===== config.mk =====
export PLATFORM = sky130hd
export DESIGN_NAME = usp_top
export DESIGN_NICKNAME = d
export VERILOG_FILES = /design/src/common/usp_pkg.sv /design/src/hdl/usp_top.sv /design/src/hdl/usp_parity.sv
export SDC_FILE = /design/constraint.sdc
export NUM_CORES = 1
export LEC_CHECK = 0
export BUFFER_PORTS_ARGS = -buffer_cell sky130_fd_sc_hd__buf_4
export CORE_UTILIZATION = 35
export CTS_CLUSTER_DIAMETER = 120
export DETAILED_ROUTE_END_ITERATION = 8
export HOLD_SLACK_MARGIN = 0.1
export PLACE_DENSITY = 0.58
export RECOVER_POWER = 25
export SLEW_MARGIN = 20
export SYNTH_ARGS = -nofsm -noshare
export SYNTH_HDL_FRONTEND = slang
export SYNTH_SLANG_ARGS = --single-unit
export TNS_END_PERCENT = 5

===== constraint.sdc =====
create_clock -name clk_sys -period 6.4 [get_ports clk_sys]
set_clock_uncertainty 0.2 [all_clocks]
set_input_delay 0.32 -clock clk_sys [delete_from_list [all_inputs] [get_ports clk_sys]]
set_output_delay 0.32 -clock clk_sys [all_outputs]
set_load 0.1 [all_outputs]

===== src/common/usp_pkg.sv =====
/*
  Package of the serial parity and interrupt-disable block: register map,
  field positions, reset values, state encodings and bus carrier structs.
  Assumes an AXI4-Lite master with 8-bit byte addresses and 32-bit data.
*/
package usp_pkg;

  localparam int AW = 8;

  localparam logic [AW-1:0] ADDR_CTRL  = 8'h00;
  localparam logic [AW-1:0] ADDR_MODE  = 8'h04;
  localparam logic [AW-1:0] ADDR_IEN   = 8'h08;
  localparam logic [AW-1:0] ADDR_IDIS  = 8'h0c;
  localparam logic [AW-1:0] ADDR_IMASK = 8'h10;
  localparam logic [AW-1:0] ADDR_STAT  = 8'h14;
  localparam logic [AW-1:0] ADDR_RXD   = 8'h18;
  localparam logic [AW-1:0] ADDR_TXD   = 8'h1c;

  localparam int CTRL_STATUS_RESET = 8;
  localparam int CTRL_SEND_ADDRESS = 24;
  localparam int PSEL_LSB          = 9;

  localparam int ST_RX_CHAR_READY    = 0;
  localparam int ST_TX_HOLDING_READY = 1;
  localparam int ST_OVERRUN_ERROR    = 5;
  localparam int ST_FRAME_ERROR      = 6;
  localparam int ST_PARITY_ERROR     = 7;
  localparam int ST_TX_FULLY_IDLE    = 9;
  localparam int ST_TX_DMA_EMPTY     = 11;
  localparam int ST_RX_DMA_FULL      = 12;
  localparam int ST_MODEM_LSB        = 16;

  // Bits 0..13 and 16..19 exist; 14, 15 and 20..31 read as zero
  localparam logic [31:0] IRQ_IMPL  = 32'h000f3fff;
  localparam logic [31:0] MASK_RST  = 32'h00000000;
  localparam logic [3:0]  MODEM_ALL = 4'hf;

  typedef enum logic [2:0] {
    PSEL_EVEN  = 3'h0,
    PSEL_ODD   = 3'h1,
    PSEL_SPACE = 3'h2,
    PSEL_MARK  = 3'h3,
    PSEL_NONE  = 3'h4,
    PSEL_NONE2 = 3'h5,
    PSEL_MDROP = 3'h6,
    PSEL_MDRP2 = 3'h7
  } usp_psel_t;

  localparam usp_psel_t PSEL_RST = PSEL_NONE;

  localparam logic [7:0] BAUD_DIV  = 8'h10;
  localparam logic [7:0] BAUD_HALF = 8'h08;

  localparam logic [1:0] RESP_OKAY   = 2'h0;
  localparam logic [1:0] RESP_SLVERR = 2'h2;

  typedef enum logic [4:0] {
    TX_IDLE  = 5'h01,
    TX_START = 5'h02,
    TX_DATA  = 5'h04,
    TX_PBIT  = 5'h08,
    TX_STOP  = 5'h10
  } usp_tx_st_t;

  typedef enum logic [4:0] {
    RX_IDLE  = 5'h01,
    RX_START = 5'h02,
    RX_DATA  = 5'h04,
    RX_PBIT  = 5'h08,
    RX_STOP  = 5'h10
  } usp_rx_st_t;

  typedef struct packed {
    logic          awvalid;
    logic [AW-1:0] awaddr;
    logic          wvalid;
    logic [31:0]   wdata;
    logic [3:0]    wstrb;
    logic          bready;
    logic          arvalid;
    logic [AW-1:0] araddr;
    logic          rready;
  } usp_axi_req_t;

  typedef struct packed {
    logic        awready;
    logic        wready;
    logic        bvalid;
    logic [1:0]  bresp;
    logic        arready;
    logic        rvalid;
    logic [31:0] rdata;
    logic [1:0]  rresp;
  } usp_axi_rsp_t;

  typedef struct packed {
    logic ring;
    logic set_ready;
    logic carrier;
    logic clear_to_send;
  } usp_modem_t;

  function automatic logic [31:0] usp_strb_mask(input logic [3:0] s);
    return {{8{s[3]}}, {8{s[2]}}, {8{s[1]}}, {8{s[0]}}};
  endfunction

endpackage


===== src/hdl/usp_top.sv =====
/*
  Serial transceiver with parity modes, sticky error flags, interrupt
  enable/disable masks, DMA buffer status mirrors and clock-gate freeze.
  Assumes an AXI4-Lite master, synchronous serial and modem inputs, and a
  peripheral clock enable from the power clock manager.
*/
// Our own choices: the placing of the registers and the AXI4-Lite slave port.
// Operation
// - Parity select field offers five parity modes plus one multidrop setting.
// - Even mode: transmitted parity bit equals odd-count of data ones.
// - Odd mode: transmitted parity bit is one when data ones are even.
// - Even/odd receive: flag error when sampled bit disagrees with expected.
// - Mark mode: send one; receiving zero is an error.
// - Space mode: send zero; receiving one is an error.
// - No parity: no parity bit sent, never a receive parity error.
// - Receive parity error sets sticky flag in channel status register.
// - Control write with status reset bit one clears the parity flag.
// - Disable register bits 0..7 cover receive, transmit and error events.
// - Disable bits 8..13 cover timeout to no acknowledge; 14,15,20..31 reserved.
// - Disable bits 16..19 cover the four modem input changes.
// - Absent modem pins have no effect on status or behaviour.
// - Stopped peripheral clock freezes state; operation resumes where halted.
// - Configuration writes are accepted while peripheral clock is disabled.
// - Transmit buffer empty status mirrors transmit DMA buffer empty signal.
// - Receive buffer full status mirrors receive DMA buffer full signal.
`timescale 1ns/1ps
module usp_top #(
  parameter logic [3:0] MODEM_PINS = 4'hf
) (
  input  wire logic                  clk_sys,
  input  wire logic                  rst,
  input  wire usp_pkg::usp_axi_req_t axi_req,
  output usp_pkg::usp_axi_rsp_t      axi_rsp,
  input  wire logic                  clk_en,
  input  wire logic                  rxd,
  output logic                       txd,
  input  wire usp_pkg::usp_modem_t   modem_in,
  input  wire logic                  tx_dma_buffer_empty,
  input  wire logic                  rx_dma_buffer_full,
  output logic                       irq
);
  import usp_pkg::*;

  typedef struct packed {
    logic          aw_held;
    logic [AW-1:0] aw_addr;
    logic          w_held;
    logic [31:0]   wdata;
    logic [3:0]    wstrb;
    logic          bvalid;
    logic [1:0]    bresp;
    logic          rvalid;
    logic [31:0]   rdata;
    logic [1:0]    rresp;
    usp_psel_t     psel;
    logic          send_address;
    logic [31:0]   mask;
    logic          overrun_error;
    logic          frame_error;
    logic          parity_error_flag;
    logic [3:0]    modem_chg;
    logic [3:0]    modem_prev;
    logic          dma_tx_empty;
    logic          dma_rx_full;
    logic [7:0]    tx_hold;
    logic          tx_hold_full;
    usp_tx_st_t    tx_state;
    logic [7:0]    tx_cnt;
    logic [2:0]    tx_bitn;
    logic [7:0]    tx_char;
    logic          txd;
    usp_rx_st_t    rx_state;
    logic [7:0]    rx_cnt;
    logic [2:0]    rx_bitn;
    logic [7:0]    rx_sh;
    logic          rx_pbit;
    logic [7:0]    rx_data;
    logic          rx_full;
  } usp_state_t;

  usp_state_t s_q;
  usp_state_t s_d;

  logic        tx_bit_on;
  logic        tx_pbit;
  logic        rx_bit_on;
  logic        rx_perr;
  logic        wr_go;
  logic [31:0] wbits;
  logic [31:0] stat_w;
  logic [3:0]  modem_now;
  logic        perr_set;
  logic        perr_clr;
  logic        ovr_set;
  logic        frm_set;
  logic        rd_go;

  usp_parity u_parity (
    .psel         (s_q.psel),
    .tx_char      (s_q.tx_char),
    .send_address (s_q.send_address),
    .rx_char      (s_q.rx_sh),
    .rx_bit       (s_q.rx_pbit),
    .bit_on       (tx_bit_on),
    .tx_bit       (tx_pbit),
    .rx_err       (rx_perr)
  );
  assign rx_bit_on = tx_bit_on;

  assign wr_go     = s_q.aw_held && s_q.w_held && !s_q.bvalid;
  assign wbits     = s_q.wdata & usp_strb_mask(s_q.wstrb);
  assign rd_go     = axi_req.arvalid && !s_q.rvalid;
  assign modem_now = modem_in & MODEM_PINS;

  always_comb begin
    stat_w                      = 32'h0;
    stat_w[ST_RX_CHAR_READY]    = s_q.rx_full;
    stat_w[ST_TX_HOLDING_READY] = !s_q.tx_hold_full;
    stat_w[ST_OVERRUN_ERROR]    = s_q.overrun_error;
    stat_w[ST_FRAME_ERROR]      = s_q.frame_error;
    stat_w[ST_PARITY_ERROR]     = s_q.parity_error_flag;
    stat_w[ST_TX_FULLY_IDLE]    = !s_q.tx_hold_full && s_q.tx_state == TX_IDLE;
    stat_w[ST_TX_DMA_EMPTY]     = s_q.dma_tx_empty;
    stat_w[ST_RX_DMA_FULL]      = s_q.dma_rx_full;
    // Status runs ring first, the reverse of the pin struct order
    stat_w[ST_MODEM_LSB+:4]     = {s_q.modem_chg[0], s_q.modem_chg[1],
                                   s_q.modem_chg[2], s_q.modem_chg[3]};
  end

  // Level output: high while any enabled status source is set
  assign irq = |(stat_w & s_q.mask & IRQ_IMPL);

  always_comb begin
    s_d      = s_q;
    perr_set = 1'b0;
    perr_clr = 1'b0;
    ovr_set  = 1'b0;
    frm_set  = 1'b0;

    // AXI4-Lite write: address and data taken in either order
    if (axi_req.awvalid && !s_q.aw_held && !s_q.bvalid) begin
      s_d.aw_held = 1'b1;
      s_d.aw_addr = axi_req.awaddr;
    end
    if (axi_req.wvalid && !s_q.w_held && !s_q.bvalid) begin
      s_d.w_held = 1'b1;
      s_d.wdata  = axi_req.wdata;
      s_d.wstrb  = axi_req.wstrb;
    end
    if (s_q.bvalid && axi_req.bready) begin
      s_d.bvalid = 1'b0;
    end
    if (s_q.rvalid && axi_req.rready) begin
      s_d.rvalid = 1'b0;
    end

    s_d.dma_tx_empty = tx_dma_buffer_empty;
    s_d.dma_rx_full  = rx_dma_buffer_full;

    // Engines only move on an enabled peripheral clock
    if (clk_en) begin
      s_d.modem_prev = modem_now;
      s_d.modem_chg  = s_q.modem_chg | (modem_now ^ s_q.modem_prev);

      case (s_q.tx_state)
        TX_IDLE: begin
          if (s_q.tx_hold_full) begin
            s_d.tx_char      = s_q.tx_hold;
            s_d.tx_hold_full = 1'b0;
            s_d.tx_cnt       = 8'h0;
            s_d.tx_state     = TX_START;
          end
        end
        TX_START, TX_DATA, TX_PBIT, TX_STOP: begin
          s_d.tx_cnt = s_q.tx_cnt + 8'h1;
          if (s_q.tx_cnt == BAUD_DIV - 8'h1) begin
            s_d.tx_cnt = 8'h0;
            case (s_q.tx_state)
              TX_START: begin
                s_d.tx_bitn  = 3'h0;
                s_d.tx_state = TX_DATA;
              end
              TX_DATA: begin
                s_d.tx_bitn = s_q.tx_bitn + 3'h1;
                if (s_q.tx_bitn == 3'h7) begin
                  s_d.tx_state = tx_bit_on ? TX_PBIT : TX_STOP;
                end
              end
              TX_PBIT: s_d.tx_state = TX_STOP;
              default: s_d.tx_state = TX_IDLE;
            endcase
          end
        end
        default: s_d.tx_state = TX_IDLE;
      endcase

      case (s_q.rx_state)
        RX_IDLE: begin
          if (!rxd) begin
            s_d.rx_cnt   = 8'h0;
            s_d.rx_state = RX_START;
          end
        end
        RX_START: begin
          s_d.rx_cnt = s_q.rx_cnt + 8'h1;
          if (s_q.rx_cnt == BAUD_HALF - 8'h1) begin
            // A glitch shorter than half a bit is not a start bit
            s_d.rx_cnt   = 8'h0;
            s_d.rx_bitn  = 3'h0;
            s_d.rx_state = rxd ? RX_IDLE : RX_DATA;
          end
        end
        RX_DATA, RX_PBIT, RX_STOP: begin
          s_d.rx_cnt = s_q.rx_cnt + 8'h1;
          if (s_q.rx_cnt == BAUD_DIV - 8'h1) begin
            s_d.rx_cnt = 8'h0;
            case (s_q.rx_state)
              RX_DATA: begin
                s_d.rx_sh[s_q.rx_bitn] = rxd;
                s_d.rx_bitn            = s_q.rx_bitn + 3'h1;
                if (s_q.rx_bitn == 3'h7) begin
                  s_d.rx_state = rx_bit_on ? RX_PBIT : RX_STOP;
                end
              end
              RX_PBIT: begin
                s_d.rx_pbit  = rxd;
                s_d.rx_state = RX_STOP;
              end
              default: begin
                perr_set     = rx_bit_on && rx_perr;
                s_d.rx_data  = s_q.rx_sh;
                s_d.rx_full  = 1'b1;
                s_d.rx_state = RX_IDLE;
                ovr_set      = s_q.rx_full;
                frm_set      = !rxd;
              end
            endcase
          end
        end
        default: s_d.rx_state = RX_IDLE;
      endcase
    end

    // Register writes run even with the peripheral clock stopped
    if (wr_go) begin
      s_d.aw_held = 1'b0;
      s_d.w_held  = 1'b0;
      s_d.bvalid  = 1'b1;
      s_d.bresp   = RESP_OKAY;
      case (s_q.aw_addr)
        ADDR_CTRL: begin
          if (wbits[CTRL_STATUS_RESET]) begin
            perr_clr          = 1'b1;
            s_d.overrun_error = 1'b0;
            s_d.frame_error   = 1'b0;
          end
          if (s_q.wstrb[3]) begin
            s_d.send_address = s_q.wdata[CTRL_SEND_ADDRESS];
          end
        end
        ADDR_MODE: begin
          if (s_q.wstrb[1]) begin
            s_d.psel = usp_psel_t'(s_q.wdata[PSEL_LSB+:3]);
          end
        end
        ADDR_IEN:  s_d.mask = s_q.mask | (wbits & IRQ_IMPL);
        ADDR_IDIS: s_d.mask = s_q.mask & ~(wbits & IRQ_IMPL);
        ADDR_STAT: begin
          // Write one clears a sticky flag
          if (wbits[ST_PARITY_ERROR]) begin
            perr_clr = 1'b1;
          end
          if (wbits[ST_OVERRUN_ERROR]) begin
            s_d.overrun_error = 1'b0;
          end
          if (wbits[ST_FRAME_ERROR]) begin
            s_d.frame_error = 1'b0;
          end
          s_d.modem_chg = s_d.modem_chg & ~{wbits[ST_MODEM_LSB], wbits[ST_MODEM_LSB+1],
                                            wbits[ST_MODEM_LSB+2], wbits[ST_MODEM_LSB+3]};
        end
        ADDR_TXD: begin
          if (s_q.wstrb[0]) begin
            s_d.tx_hold      = s_q.wdata[7:0];
            s_d.tx_hold_full = 1'b1;
          end
        end
        default: s_d.bresp = RESP_SLVERR;
      endcase
      // A change that lands on the clearing write is kept
      if (clk_en) begin
        s_d.modem_chg = s_d.modem_chg | (modem_now ^ s_q.modem_prev);
      end
    end

    // Set wins over clear so no error is lost
    if (perr_clr) begin
      s_d.parity_error_flag = 1'b0;
    end
    if (perr_set) begin
      s_d.parity_error_flag = 1'b1;
    end
    if (ovr_set) begin
      s_d.overrun_error = 1'b1;
    end
    if (frm_set) begin
      s_d.frame_error = 1'b1;
    end

    if (rd_go) begin
      s_d.rvalid = 1'b1;
      s_d.rresp  = RESP_OKAY;
      s_d.rdata  = 32'h0;
      case (axi_req.araddr)
        ADDR_MODE:  s_d.rdata[PSEL_LSB+:3] = s_q.psel;
        ADDR_IMASK: s_d.rdata = s_q.mask & IRQ_IMPL;
        ADDR_STAT:  s_d.rdata = stat_w;
        ADDR_RXD: begin
          s_d.rdata[7:0] = s_q.rx_data;
          if (!(s_d.rx_full && !s_q.rx_full)) begin
            s_d.rx_full = 1'b0;
          end
        end
        ADDR_CTRL, ADDR_IEN, ADDR_IDIS, ADDR_TXD: s_d.rdata = 32'h0;
        default: s_d.rresp = RESP_SLVERR;
      endcase
    end

    case (s_d.tx_state)
      TX_START: s_d.txd = 1'b0;
      TX_DATA:  s_d.txd = s_d.tx_char[s_d.tx_bitn];
      TX_PBIT:  s_d.txd = tx_pbit;
      default:  s_d.txd = 1'b1;
    endcase
  end

  always_ff @(posedge clk_sys or posedge rst) begin
    if (rst) begin
      s_q              <= '0;
      s_q.psel         <= PSEL_RST;
      s_q.mask         <= MASK_RST;
      s_q.tx_state     <= TX_IDLE;
      s_q.rx_state     <= RX_IDLE;
      s_q.txd          <= 1'b1;
    end else begin
      s_q <= s_d;
    end
  end

  assign txd             = s_q.txd;
  assign axi_rsp.awready = !s_q.aw_held && !s_q.bvalid;
  assign axi_rsp.wready  = !s_q.w_held && !s_q.bvalid;
  assign axi_rsp.bvalid  = s_q.bvalid;
  assign axi_rsp.bresp   = s_q.bresp;
  assign axi_rsp.arready = !s_q.rvalid;
  assign axi_rsp.rvalid  = s_q.rvalid;
  assign axi_rsp.rdata   = s_q.rdata;
  assign axi_rsp.rresp   = s_q.rresp;
endmodule


===== src/hdl/usp_parity.sv =====
/*
  Parity generator and checker for one 8-bit character, both directions.
  Assumes the caller holds the character and the sampled parity bit steady.
*/
`timescale 1ns/1ps
module usp_parity (
  input  wire usp_pkg::usp_psel_t psel,
  input  wire logic [7:0]         tx_char,
  input  wire logic               send_address,
  input  wire logic [7:0]         rx_char,
  input  wire logic               rx_bit,
  output logic                    bit_on,
  output logic                    tx_bit,
  output logic                    rx_err
);
  import usp_pkg::*;

  logic tx_ones_odd;
  logic rx_ones_odd;

  assign tx_ones_odd = ^tx_char;
  assign rx_ones_odd = ^rx_char;

  always_comb begin
    bit_on = 1'b1;
    tx_bit = 1'b0;
    rx_err = 1'b0;
    case (psel)
      PSEL_EVEN: begin
        tx_bit = tx_ones_odd;
        rx_err = rx_bit != rx_ones_odd;
      end
      PSEL_ODD: begin
        tx_bit = ~tx_ones_odd;
        rx_err = rx_bit == rx_ones_odd;
      end
      PSEL_SPACE: begin
        tx_bit = 1'b0;
        rx_err = rx_bit;
      end
      PSEL_MARK: begin
        tx_bit = 1'b1;
        rx_err = ~rx_bit;
      end
      PSEL_MDROP, PSEL_MDRP2: begin
        // Parity slot carries the address mark instead
        tx_bit = send_address;
        rx_err = rx_bit;
      end
      default: begin
        bit_on = 1'b0;
      end
    endcase
  end
endmodule


# Word level (Yosys, flattened, before mapping)
# Cells that the tools add are included.
[op_classes] order_cmp=3 div=0 n_reduce_logical=62 n_eq_ne=47 multipliers=0 bitwise_logic=13 muxes=87 n_shift=0 addsub=4
[op_table] operator="$pmux 32 s2" n=1
[op_table] operator="$eq 8x4->1 const B" n=6
[op_table] operator="$eq 8x5->1 const B" n=6
[op_table] operator="$pmux 8 s3" n=2
[op_table] operator="$and 20x20->20" n=2
[op_table] operator="$mux 1" n=39
[op_table] operator="$mux 37" n=1
[op_table] operator="$mux 35" n=1
[op_table] operator="$mux 34" n=1
[op_table] operator="$and 32x32->32" n=1
[op_table] operator="$mux 16" n=2
[op_table] operator="$not 20->32" n=1
[op_table] operator="$or 32x20->32" n=1
[op_table] operator="$pmux 8 s2" n=2
[op_table] operator="$pmux 5 s3" n=2
[op_table] operator="$mux 13" n=2
[op_table] operator="$mux 25" n=1
[op_table] operator="$eq 8x3->1 const B" n=3
[op_table] operator="$mux 8" n=3
[op_table] operator="$pmux 5 s2" n=2
[op_table] operator="$reduce_and 4->1" n=5
[op_table] operator="$reduce_bool 2->1" n=10
[op_table] operator="$mux 9" n=2
[op_table] operator="$reduce_or 18->1" n=1
[op_table] operator="49 further kinds" n=119
[totals] mem_bits_rw=0 latchBits=0 mem_count=0 rom_bits=0 word_cells=250 out_inout_bits=43 register_bits=201 in_bits=67

# Logic depth before layout (Yosys ltp)
# Gate-level depths: netlist of the first run.
[depth] ltp_word=13 ltp_mapped=9 ltp_nobuf=9

# By module
# Synthesis of the first run repeated with hierarchy kept, for this count alone.
[unflattened] cells_unflattened=740 hier_area_um2=7817.5
[by_module_without_submodules] mod="usp_top" n_inst=1 area_each_um2=7583.5 cells_each=709 seq_area_each_um2=3958.8
[by_module_without_submodules] mod="usp_parity" n_inst=1 area_each_um2=234.0 cells_each=31 seq_area_each_um2=0.0

# Least setup slack after synthesis of the first run
# OpenSTA, ideal clock, no wires.
[synth_path] kind="flip-flop to flip-flop" start="register s_q[191] (netlist bit)" end="register s_q[158] (netlist bit)" path_buffers=2 setup_time_ns=0.125 t_required_ns=6.075 period_less_slack_ns=3.158 slack_ns=3.242 arrival_ns=2.833 stages_incl_launch_ff=6 path_cell_list="dfrtp_1 nor2_1 and2_1 clkbuf_1 clkbuf_1 mux2_2"
[synth_via] elab_chain_len=3
[synth_rtl] element="start: declaration" line_no="usp_top.sv:81" source="usp_state_t s_q;"
[synth_rtl] element="$logic_not 1->1" line_no="usp_top.sv:145" source="if (axi_req.wvalid && !s_q.w_held && !s_q.bvalid) begin"
[synth_rtl] element="$logic_and 1x1->1 (2 in series)" line_no="usp_top.sv:145"
# No other way between the ends.
# A chain may end at the register's enable or synchronous reset.

==> results of run 1 <==
[area by class of cell]
type | count | area (sq um) | area share, %
flip-flops and latches | 158 | 3959 | 41.44
multi-input cells | 521 | 3485 | 36.47
repair buffers | 129 | 1080 | 11.30
clock buffers | 20 | 446.7 | 4.675
well taps | 280 | 350.3 | 3.667
clock inverters | 12 | 172.7 | 1.807
inverters | 16 | 61.31 | 0.6417
[worst max-delay path: stages]
cell and delay, ps:
dlygate4sd3_1 530, clkbuf_4 130, clkinvlp_2 2000, buf_4 1030
[final timing paths]
| kind | from | endpoint | slack, ps | cells past startpoint |
|---|---|---|---|---|
| setup / recovery | rst | s_q[56]$_DFF_PP0_ | 2540 | 4 |
| setup reg to reg | s_q[50]$_DFFE_PP0P_ | txd$_DFF_PP1_ | 3290 | 6 |
| max in group clk_sys | clk_en | txd$_DFF_PP1_ | 2790 | 9 |
| min in group asynchronous | rst | s_q[71]$_DFFE_PP0P_ | 1310 | 3 |
| hold reg to reg | s_q[62]$_DFFE_PP0P_ | s_q[37]$_DFF_PP0_ | 260 | 2 |
| hold / removal | axi_req[5] | axi_rsp[3]$_DFFE_PP0P_ | 160 | 5 |
[placed cells by master (no fill, tap or decap), types with 5 or more instances in the layout]
cell type | synthesis | routed
or2_2 | 5 | 5
dlygate4sd3_1 | 0 | 46
nor2_1 | 38 | 38
and3_1 | 14 | 14
xor2_1 | 7 | 7
dfrtp_1 | 154 | 154
nor3b_1 | 5 | 5
a31oi_1 | 19 | 19
nand3_1 | 20 | 20
and2_1 | 6 | 5
o21ai_0 | 52 | 52
inv_1 | 16 | 15
or3_1 | 5 | 5
clkbuf_16 | 0 | 17
nand2_1 | 79 | 78
nor2b_1 | 6 | 6
mux2i_1 | 18 | 18
inv_6 | 0 | 5
conb_1 | 1 | 16
mux2_2 | 68 | 68
a22oi_1 | 6 | 6
o31ai_1 | 10 | 10
nand2b_1 | 8 | 8
a22o_1 | 7 | 7
ha_1 | 6 | 6
nor3_1 | 15 | 15
buf_4 | 39 | 79
xnor2_1 | 16 | 16
a21oi_1 | 37 | 37
[per-layer routing]
| metal | track usage (%) | vias to the layer above | share of wire [%] |
|---|---|---|---|
| met4 | 4.429 | 0 | 1.0 |
| met2 | 25.78 | 113 | 48 |
| met5 | 0 | - | 0 |
| met3 | 3.394 | 16 | 3.4 |
| met1 | 21.00 | 2806 | 47 |
| li1 | - | 2821 | - |
[cells by family after synthesis]
logic type,after synthesis,share of synthesized area [%]
AOI/OAI and AO/OA,163,13.16
xor gates and xnor gates,23,2.563
adders and majority gates,6,0.9551
buffers and inverters,88,6.065
DFF,158,50.37
muxes,88,12.51
other,1,0.04771
and+or+nand+nor,225,14.33
[power by group through the flow]
| stage | sequential [mW] | combinational (mW) | clock, mW |
|---|---|---|---|
| detailed placement | 1.42 | 0.827 | 0 |
| finish | 1.41 | 0.846 | 1.08 |
| CTS | 1.40 | 0.852 | 1.10 |
| global route | 1.44 | 0.918 | 1.14 |
| global placement | 1.42 | 0.815 | 0 |
| floorplan | 1.32 | 0.712 | 0 |
[what timing repair did]
| action | 4_1_cts | 5_1_grt |
|---|---|---|
| hold endpoints to repair | 135 | 0 |
| gates resized for setup | 0 | 0 |
| hold buffers | 46 | 0 |
==> impl_metrics.yaml, run 1 <==
floorplan:
  fp.dieW_um: 151.9
  die_y_um: 151.9
  dieArea_sq_um: 23060
  boundaryPins: 110
  core-area_sq_um: 21890
  row_count: 54
  initial_core_util_pct: 35.91
outcome:
  status: "complete, but fails checks"
  violations: "max-capacitance violations, max-slew violations"
setup_path:
  start_kind: "input pin"
  worstPathMaxFanout: 82
  worstSetupPathType: "in2async"
  worstSetupEndpointType: "async pin"
  cp.required_ps: 6620
  crit_arrival_ps: 4070
timing:
  worst_pin_slew_ps: 3596
  max_clock_freq_mhz: 259.2
  slew_violations: 83
  fin_crit_sh_pct: 60.29
  relSlewSlack_pct: -141.0
  fin_crit_ps: 3859
  setup_violations: 0
  fin_ws_ps: 2541
  rsz0062_at_grt: "no"
  fin_hold_ws_ps: 163.8
  hold_viol: 0
  fin_setup_tns_ps: 0
clock_network:
  htree_num_levels: 4
  cts_made_buffers: 17
  path_clk_slew_ps: 70
  worstSkewPairLatency_ps: 430
  cts.root.buffer_cell: "clkbuf_16"
  cts_tree: "yes"
  postCtsSetupRepairBufs: 0
  cts.sinks: 158
  cts.path.max_buffers: 2
min_path:
  min_path_type: "in2reg"
placement:
  dpl_cell_area_sq_um: 8478
  dp.cells: 1058
  post-place-ws_ps: 3322
  dp_hpwl_mm: 12.06
  place_congestion: 0.7790
  portBuffers: 80
yosys:
  ys_seq_area_share_pct: 50.37
  syn-cell-area_sq_um: 7860
  postSynthAreaPerCell_sq_um: 10.45
  netlist_top_cells_area: "dfrtp_1 (49%), mux2_2 (9.7%), nand2_1 (3.8%)"
  ys_seq_elements: 158
  synth_top_area_share_pct: 49.03
  synth_edf_count: 0
  yosysMostFrequentCell: "dfrtp_1"
  yosysTopAreaCell: "dfrtp_1"
  yosysUniqueCellTypes: 64
  synth_ff_type: "dfrtp_1"
  async_reset_ff_share_pct: 100.0
  synthCells: 752
  yosys_warnings: 0
  synth_top_cells_by_count: "dfrtp_1 (154), nand2_1 (79), mux2_2 (68)"
power_and_ir_drop:
  seq_power_share_pct: 42.2
  power_mw: 3.331
  ir_drop_uv: 356.5
  pwr-share-comb_pct: 25.4
  swShare_pct: 35.49
  leakage_nw: 4.302
  clockPowerShare_pct: 32.4
  p_int_mw: 2.149
  switching_power_mw: 1.182
  cellPowerDensity_nw_per_um2: 348.6
run:
  max_cap_viol_count: 1
drt:
  vias: 5756
  detail_route.wl_per_cell_um: 15.41
  ant_nets: 0
  drt_wl_total_mm: 17.51
  drc: 0
  dr.pass1.iters: 5
  via_per_inst: 5.067
  drtIter0Drc: 355
cells_and_area:
  synthToLayoutAreaGrowth_pct: 21.55
  fill_cells: 2119
  nets: 916
  final_util_pct: 43.64
  drive_gt1_share_pct: 23.71
  final_cells: 1136
  fin_area_sq_um: 9554
  diodes: 0
grt:
  grt_pass1_wl_mm: 29.33
  grt_pass1_vias: 5640
  overflow: 0
  antenna_found_initial: 0
  grt_max_degree: 83
  grt.total_usage_pct: 15.75
(Power assumes the default switching activity.)
==> run 2, diff against run 1 <==
PLACE_DENSITY = 0.6   (was 0.58)
clock period = 3.5 ns   (was 6.4 ns; I/O delays follow)
==> run 2 against run 1 <==
Effect of this change:
- the run still ends with max-capacitance violations, max-slew violations left
- critical path depth rose by 3
- cell count rose by 1.1%
- non-clock buffer count rose by 12
- combinational power rose by 89%
- sequential power rose by 79%
- clock-buffer cell count fell by 1
- setup slack got worse by 2100 ps
- core utilization rose by 0.051 points
- hold slack got worse by 20 ps
- via count rose by 1.6%
- critical path type is now reg2reg
- highest routed layer unchanged
==> impl_metrics.yaml, run 2 (same netlist as run 1, synthesis figures left out) <==
setup_path:
  crit_arrival_ps: 3160
  cp_slowest_stage_delay_ps: 730
  crit_chain: "or4_4 > or4_1 > mux2i_4 > mux2i_1 > o311ai_2 > nor3b_1 > a22oi_2"
  reg2reg_to: "txd$_DFF_PP1_"
  cp.required_ps: 3650
  worstSetupPathType: "reg2reg"
  timing.rr.start: "s_q[50]$_DFFE_PP0P_"
  rrSetupSlack_ps: 490
  rr_worst_depth: 7
  start_kind: "flip-flop"
  crit_slowest_cell: "or4_1"
  worstPathMaxFanout: 6
  worstSetupEndpointType: "flip-flop"
timing:
  rsz0062_at_grt: "no"
  slew_violations: 159
  setup_violations: 0
  fin_crit_sh_pct: 86.09
  fin_setup_tns_ps: 0
  fin_crit_ps: 3013
  worst_pin_slew_ps: 2151
  fin_ws_ps: 486.7
  relSlewSlack_pct: -43.42
  max_clock_freq_mhz: 331.9
  hold_viol: 0
cells_and_area:
  layout_commonest_cell: "dfrtp_1"
  layout_common_cells: "dfrtp_1 (154), nand2_1 (78), buf_4 (69), mux2_2 (68)"
  drive_gt1_share_pct: 22.24
  diodes: 0
  synthToLayoutAreaGrowth_pct: 21.70
  nets: 928
  final_util_pct: 43.70
floorplan:
  dieArea_sq_um: 23060
  fp.dieW_um: 151.9
  boundaryPins: 110
  core-area_sq_um: 21890
  row_count: 54
  die_y_um: 151.9
  initial_core_util_pct: 35.91
clock_network:
  post_cts_resized: 0
  worstSkewPairLatency_ps: 430
  cts.path.max_buffers: 2
  cts_hold_buf: 52
  cts.root.buffer_cell: "clkbuf_16"
  path_clk_slew_ps: 70
  cts_tree: "yes"
  cts_made_buffers: 17
  htree_num_levels: 4
  postCtsSetupRepairBufs: 0
  cts.sinks: 158
placement:
  place_congestion: 0.8140
  post-place-ws_ps: 488.2
  dp_hpwl_mm: 11.95
  portBuffers: 80
drt:
  drt_wl_total_mm: 17.61
  dr.pass1.iters: 4
  via_per_inst: 5.093
  vias: 5847
  detail_route.wl_per_cell_um: 15.34
  drc: 0
  ant_nets: 0
  drtIter0Drc: 300
min_path:
  holdPathEnd: "s_q[200]$_DFFE_PP0P_"
  hold_depth: 3
  hold_path.startpoint: "axi_req[56]"
  min_path_type: "in2reg"
outcome:
  status: "complete, but fails checks"
  violations: "max-capacitance violations, max-slew violations"
power_and_ir_drop:
  cellPowerDensity_nw_per_um2: 625.2
  ir_drop_uv: 1177
  leakage_nw: 4.279
grt:
  grt_max_degree: 159
  overflow: 0
  antenna_found_initial: 0
  grt.total_usage_pct: 16.00
  grt_pass1_wl_mm: 29.64
  grt_pass1_vias: 5782
run:
  max_cap_viol_count: 1
## run 2: worst max path at each step
stage,from,to,slack [ps],depth (start not counted)
5_1_grt,rst,s_q[183]$_DFFE_PP0P_,310,4
3_5_place_dp,s_q[50]$_DFFE_PP0P_,txd$_DFF_PP1_,490,7
2_1_floorplan,s_q[191]$_DFFE_PP0P_,s_q[158]$_DFFE_PP0P_,340,5
6_report,s_q[50]$_DFFE_PP0P_,txd$_DFF_PP1_,490,7
4_1_cts,s_q[50]$_DFFE_PP0P_,txd$_DFF_PP1_,480,7
3_3_place_gp,s_q[50]$_DFFE_PP0P_,txd$_DFF_PP1_,510,7
## run 2: cell type report
type	count	area [sq um]
clock buffer	19	442.9
clock inverter	13	141.4
fill	2146	12330
inverter	16	63.81
multi-input combinational	521	3483
sequential	158	3959
tap	280	350.3
timing repair buffer	141	1125
## run 2: through the flow
step,hold slack (ps),cell area [sq um],total power [mW],std cells
5_1_grt,180.6,9565,6.299,1148
6_report,144.3,9565,5.980,1148
3_5_place_dp,86.10,8534,4.125,1064
3_3_place_gp,86.38,8534,4.093,1064
2_1_floorplan,6.430,7920,3.724,767
4_1_cts,121.4,9639,6.046,1148
## run 2: report_power, final
group / switching [mW] / internal (mW)
combinational: 1.00 / 0.598
sequential: 0.348 / 2.18
clock: 0.822 / 1.03
## run 2: worst max-delay path, delay by kind of cell (launching register included)
kind	cells	cell delay (ps)
and+or+nand+nor	3	1570
muxes	2	530
DFF	1	430
AOI/OAI and AO/OA	2	210
## run 2: layer usage
| metal | vias to the layer above | GRT usage, % | routed length [um] |
|---|---|---|---|
| met1 | 2875 | 21.35 | 8111 |
| met3 | 15 | 3.252 | 588 |
| met4 | 0 | 4.524 | 191 |
| li1 | 2858 | - | - |
| met5 | - | 0 | 0 |
| met2 | 99 | 26.28 | 8723 |
==> run 3, diff against run 2 <==
CORE_UTILIZATION = 52   (was 35)
PLACE_DENSITY = 0.81   (was 0.6)
==> run 3 against run 2 <==
Effect of this change:
- the flow finishes with violations (design-rule violations, max-capacitance violations, max-slew violations)
- fmax shrank 2.4%
- cell count fell by 8.4%
- routed wire length rose by 2.3%
- clock-buffer cell count fell by 1
- sequential power barely moved
- core utilization rose by 21 points
- power rose by 1.3%
- via count increased by 3.2%
- largest power group unchanged
==> impl_metrics.yaml, run 3 (same netlist as run 1, synthesis figures left out) <==
clock_network:
  cts.path.max_buffers: 2
  cts.sinks: 158
  worstSkewPairLatency_ps: 430
  cts_hold_buf: 53
  cts.root.buffer_cell: "clkbuf_16"
  post_cts_resized: 0
  cts_tree: "yes"
  htree_num_levels: 4
  postCtsSetupRepairBufs: 0
  cts_made_buffers: 17
  path_clk_slew_ps: 70
floorplan:
  die_y_um: 124.9
  core-area_sq_um: 14640
  boundaryPins: 110
  fp.dieW_um: 124.9
  initial_core_util_pct: 53.67
  row_count: 44
  dieArea_sq_um: 15610
power_and_ir_drop:
  leakage_nw: 4.310
  pwr-share-comb_pct: 26.7
  ir_drop_uv: 1275
  swShare_pct: 36.25
  seq_power_share_pct: 42.1
  switching_power_mw: 2.195
  p_int_mw: 3.861
  clockPowerShare_pct: 31.2
  cellPowerDensity_nw_per_um2: 637.8
timing:
  hold_viol: 0
  fin_hold_ws_ps: 185.0
  fin_crit_sh_pct: 88.25
  setup_violations: 0
  fin_crit_ps: 3089
  rsz0062_at_grt: "no"
  worst_pin_slew_ps: 2088
  fin_setup_tns_ps: 0
  relSlewSlack_pct: -39.18
  max_clock_freq_mhz: 323.8
  slew_violations: 159
setup_path:
  crit_chain: "or4_1 > nor3_1 > nand2_1 > nor2_1 > a21oi_1 > o21ai_0 > o21ai_0 > dlygate4sd3_1"
  worstPathMaxFanout: 4
  crit_family: "simple AND/OR/NAND/NOR gates"
  cp_slowest_stage_delay_ps: 590
  cp.required_ps: 3600
  worst-path-buf-inv: 1
  path_common_cell: "o21ai_0"
  start_kind: "flip-flop"
  crit_slowest_cell: "dlygate4sd3_1"
  worstSetupPathType: "reg2reg"
  crit_arrival_ps: 3190
  worstSetupEndpointType: "flip-flop"
drt:
  dr.pass1.iters: 7
  drtIter0Drc: 458
  drc: 3
  ant_nets: 0
  vias: 6035
  drt_wl_total_mm: 18.02
  detail_route.wl_per_cell_um: 17.13
  via_per_inst: 5.737
grt:
  grt.total_usage_pct: 24.16
  overflow: 0
  antenna_found_initial: 1
  grt_max_degree: 159
  grt_pass1_vias: 5953
  grt_pass1_wl_mm: 29.59
cells_and_area:
  synthToLayoutAreaGrowth_pct: 20.81
  layout_commonest_cell: "dfrtp_1"
  seqCellArea_sq_um: 3959
  drive_gt1_share_pct: 23.07
  fill_cells: 1093
  multi_input_comb_area_sq_um: 3485
  nets: 927
  layout_common_cells: "dfrtp_1 (154), nand2_1 (78), buf_4 (75), mux2_2 (68), dlygate4sd3_1 (53)"
placement:
  portBuffers: 80
  dp_hpwl_mm: 11.14
  place_congestion: 0.8219
outcome:
  status: "complete, but fails checks"
  violations: "design-rule violations, max-capacitance violations, max-slew violations"
run:
  max_cap_viol_count: 1
min_path:
  min_path_type: "in2reg"
-- run 3: area by class of cell --
cell class | count | area share [%]
clock buffer | 18 | 4.520
multi-input combinational | 521 | 36.70
tap | 184 | 2.425
clock inverter | 14 | 1.858
inverter | 16 | 0.6720
sequential | 158 | 41.69
antenna | 1 | 0.02635
timing repair buffer | 140 | 12.11
-- run 3: layer usage --
| layer | global-route usage (%) | vias up | share of wire (%) |
|---|---|---|---|
| met5 | 0 | - | 0 |
| met3 | 5.092 | 28 | 4.6 |
| met2 | 41.18 | 171 | 51 |
| li1 | - | 2836 | - |
| met4 | 8.967 | 0 | 2.2 |
| met1 | 30.45 | 3000 | 42 |
-- run 3: tightest hold or removal path: cells and delay by family --
kind	cells	cell delay, ps
buf+inv	1	110
compound gates	1	110
simple gates	2	370
-- run 3: final timing paths --
check                                startpoint                 endpoint  slack (ps)  cells past startpoint
max                        s_q[198]$_DFFE_PP0P_      s_q[79]$_DFFE_PP0P_         410                      8
min                                  axi_req[5]  axi_rsp[14]$_DFFE_PP0P_         190                      4
max reg2reg                s_q[198]$_DFFE_PP0P_      s_q[79]$_DFFE_PP0P_         410                      8
min reg2reg                 s_q[64]$_DFFE_PP0P_        s_q[39]$_DFF_PP0_         270                      2
max in group asynchronous                   rst      s_q[26]$_DFFE_PP0P_         900                      4
min in group asynchronous                   rst     s_q[171]$_DFFE_PP0P_         850                      4
-- run 3: power groups by stage --
stage	Combinational [mW]	Sequential [mW]	Clock [mW]
detailed placement	1.54	2.55	0
floorplan	1.30	2.42	0
global route	1.74	2.59	1.99
global placement	1.51	2.54	0
CTS	1.60	2.53	1.91
finish	1.62	2.55	1.89
-- run 3: metrics by stage --
stage          power (mW)  worst slack (ps)  area [sq um]  utilization (%)  instances
2_1_floorplan       3.724             342.1          7920                -        767
3_3_place_gp        4.053             532.6          8399            57.36        966
3_5_place_dp        4.097             468.4          8399            57.36        966
4_1_cts             6.047             458.1          9535            65.11       1051
5_1_grt             6.322             278.4          9495            64.84       1052
6_report            6.056             411.2          9495            64.84       1052
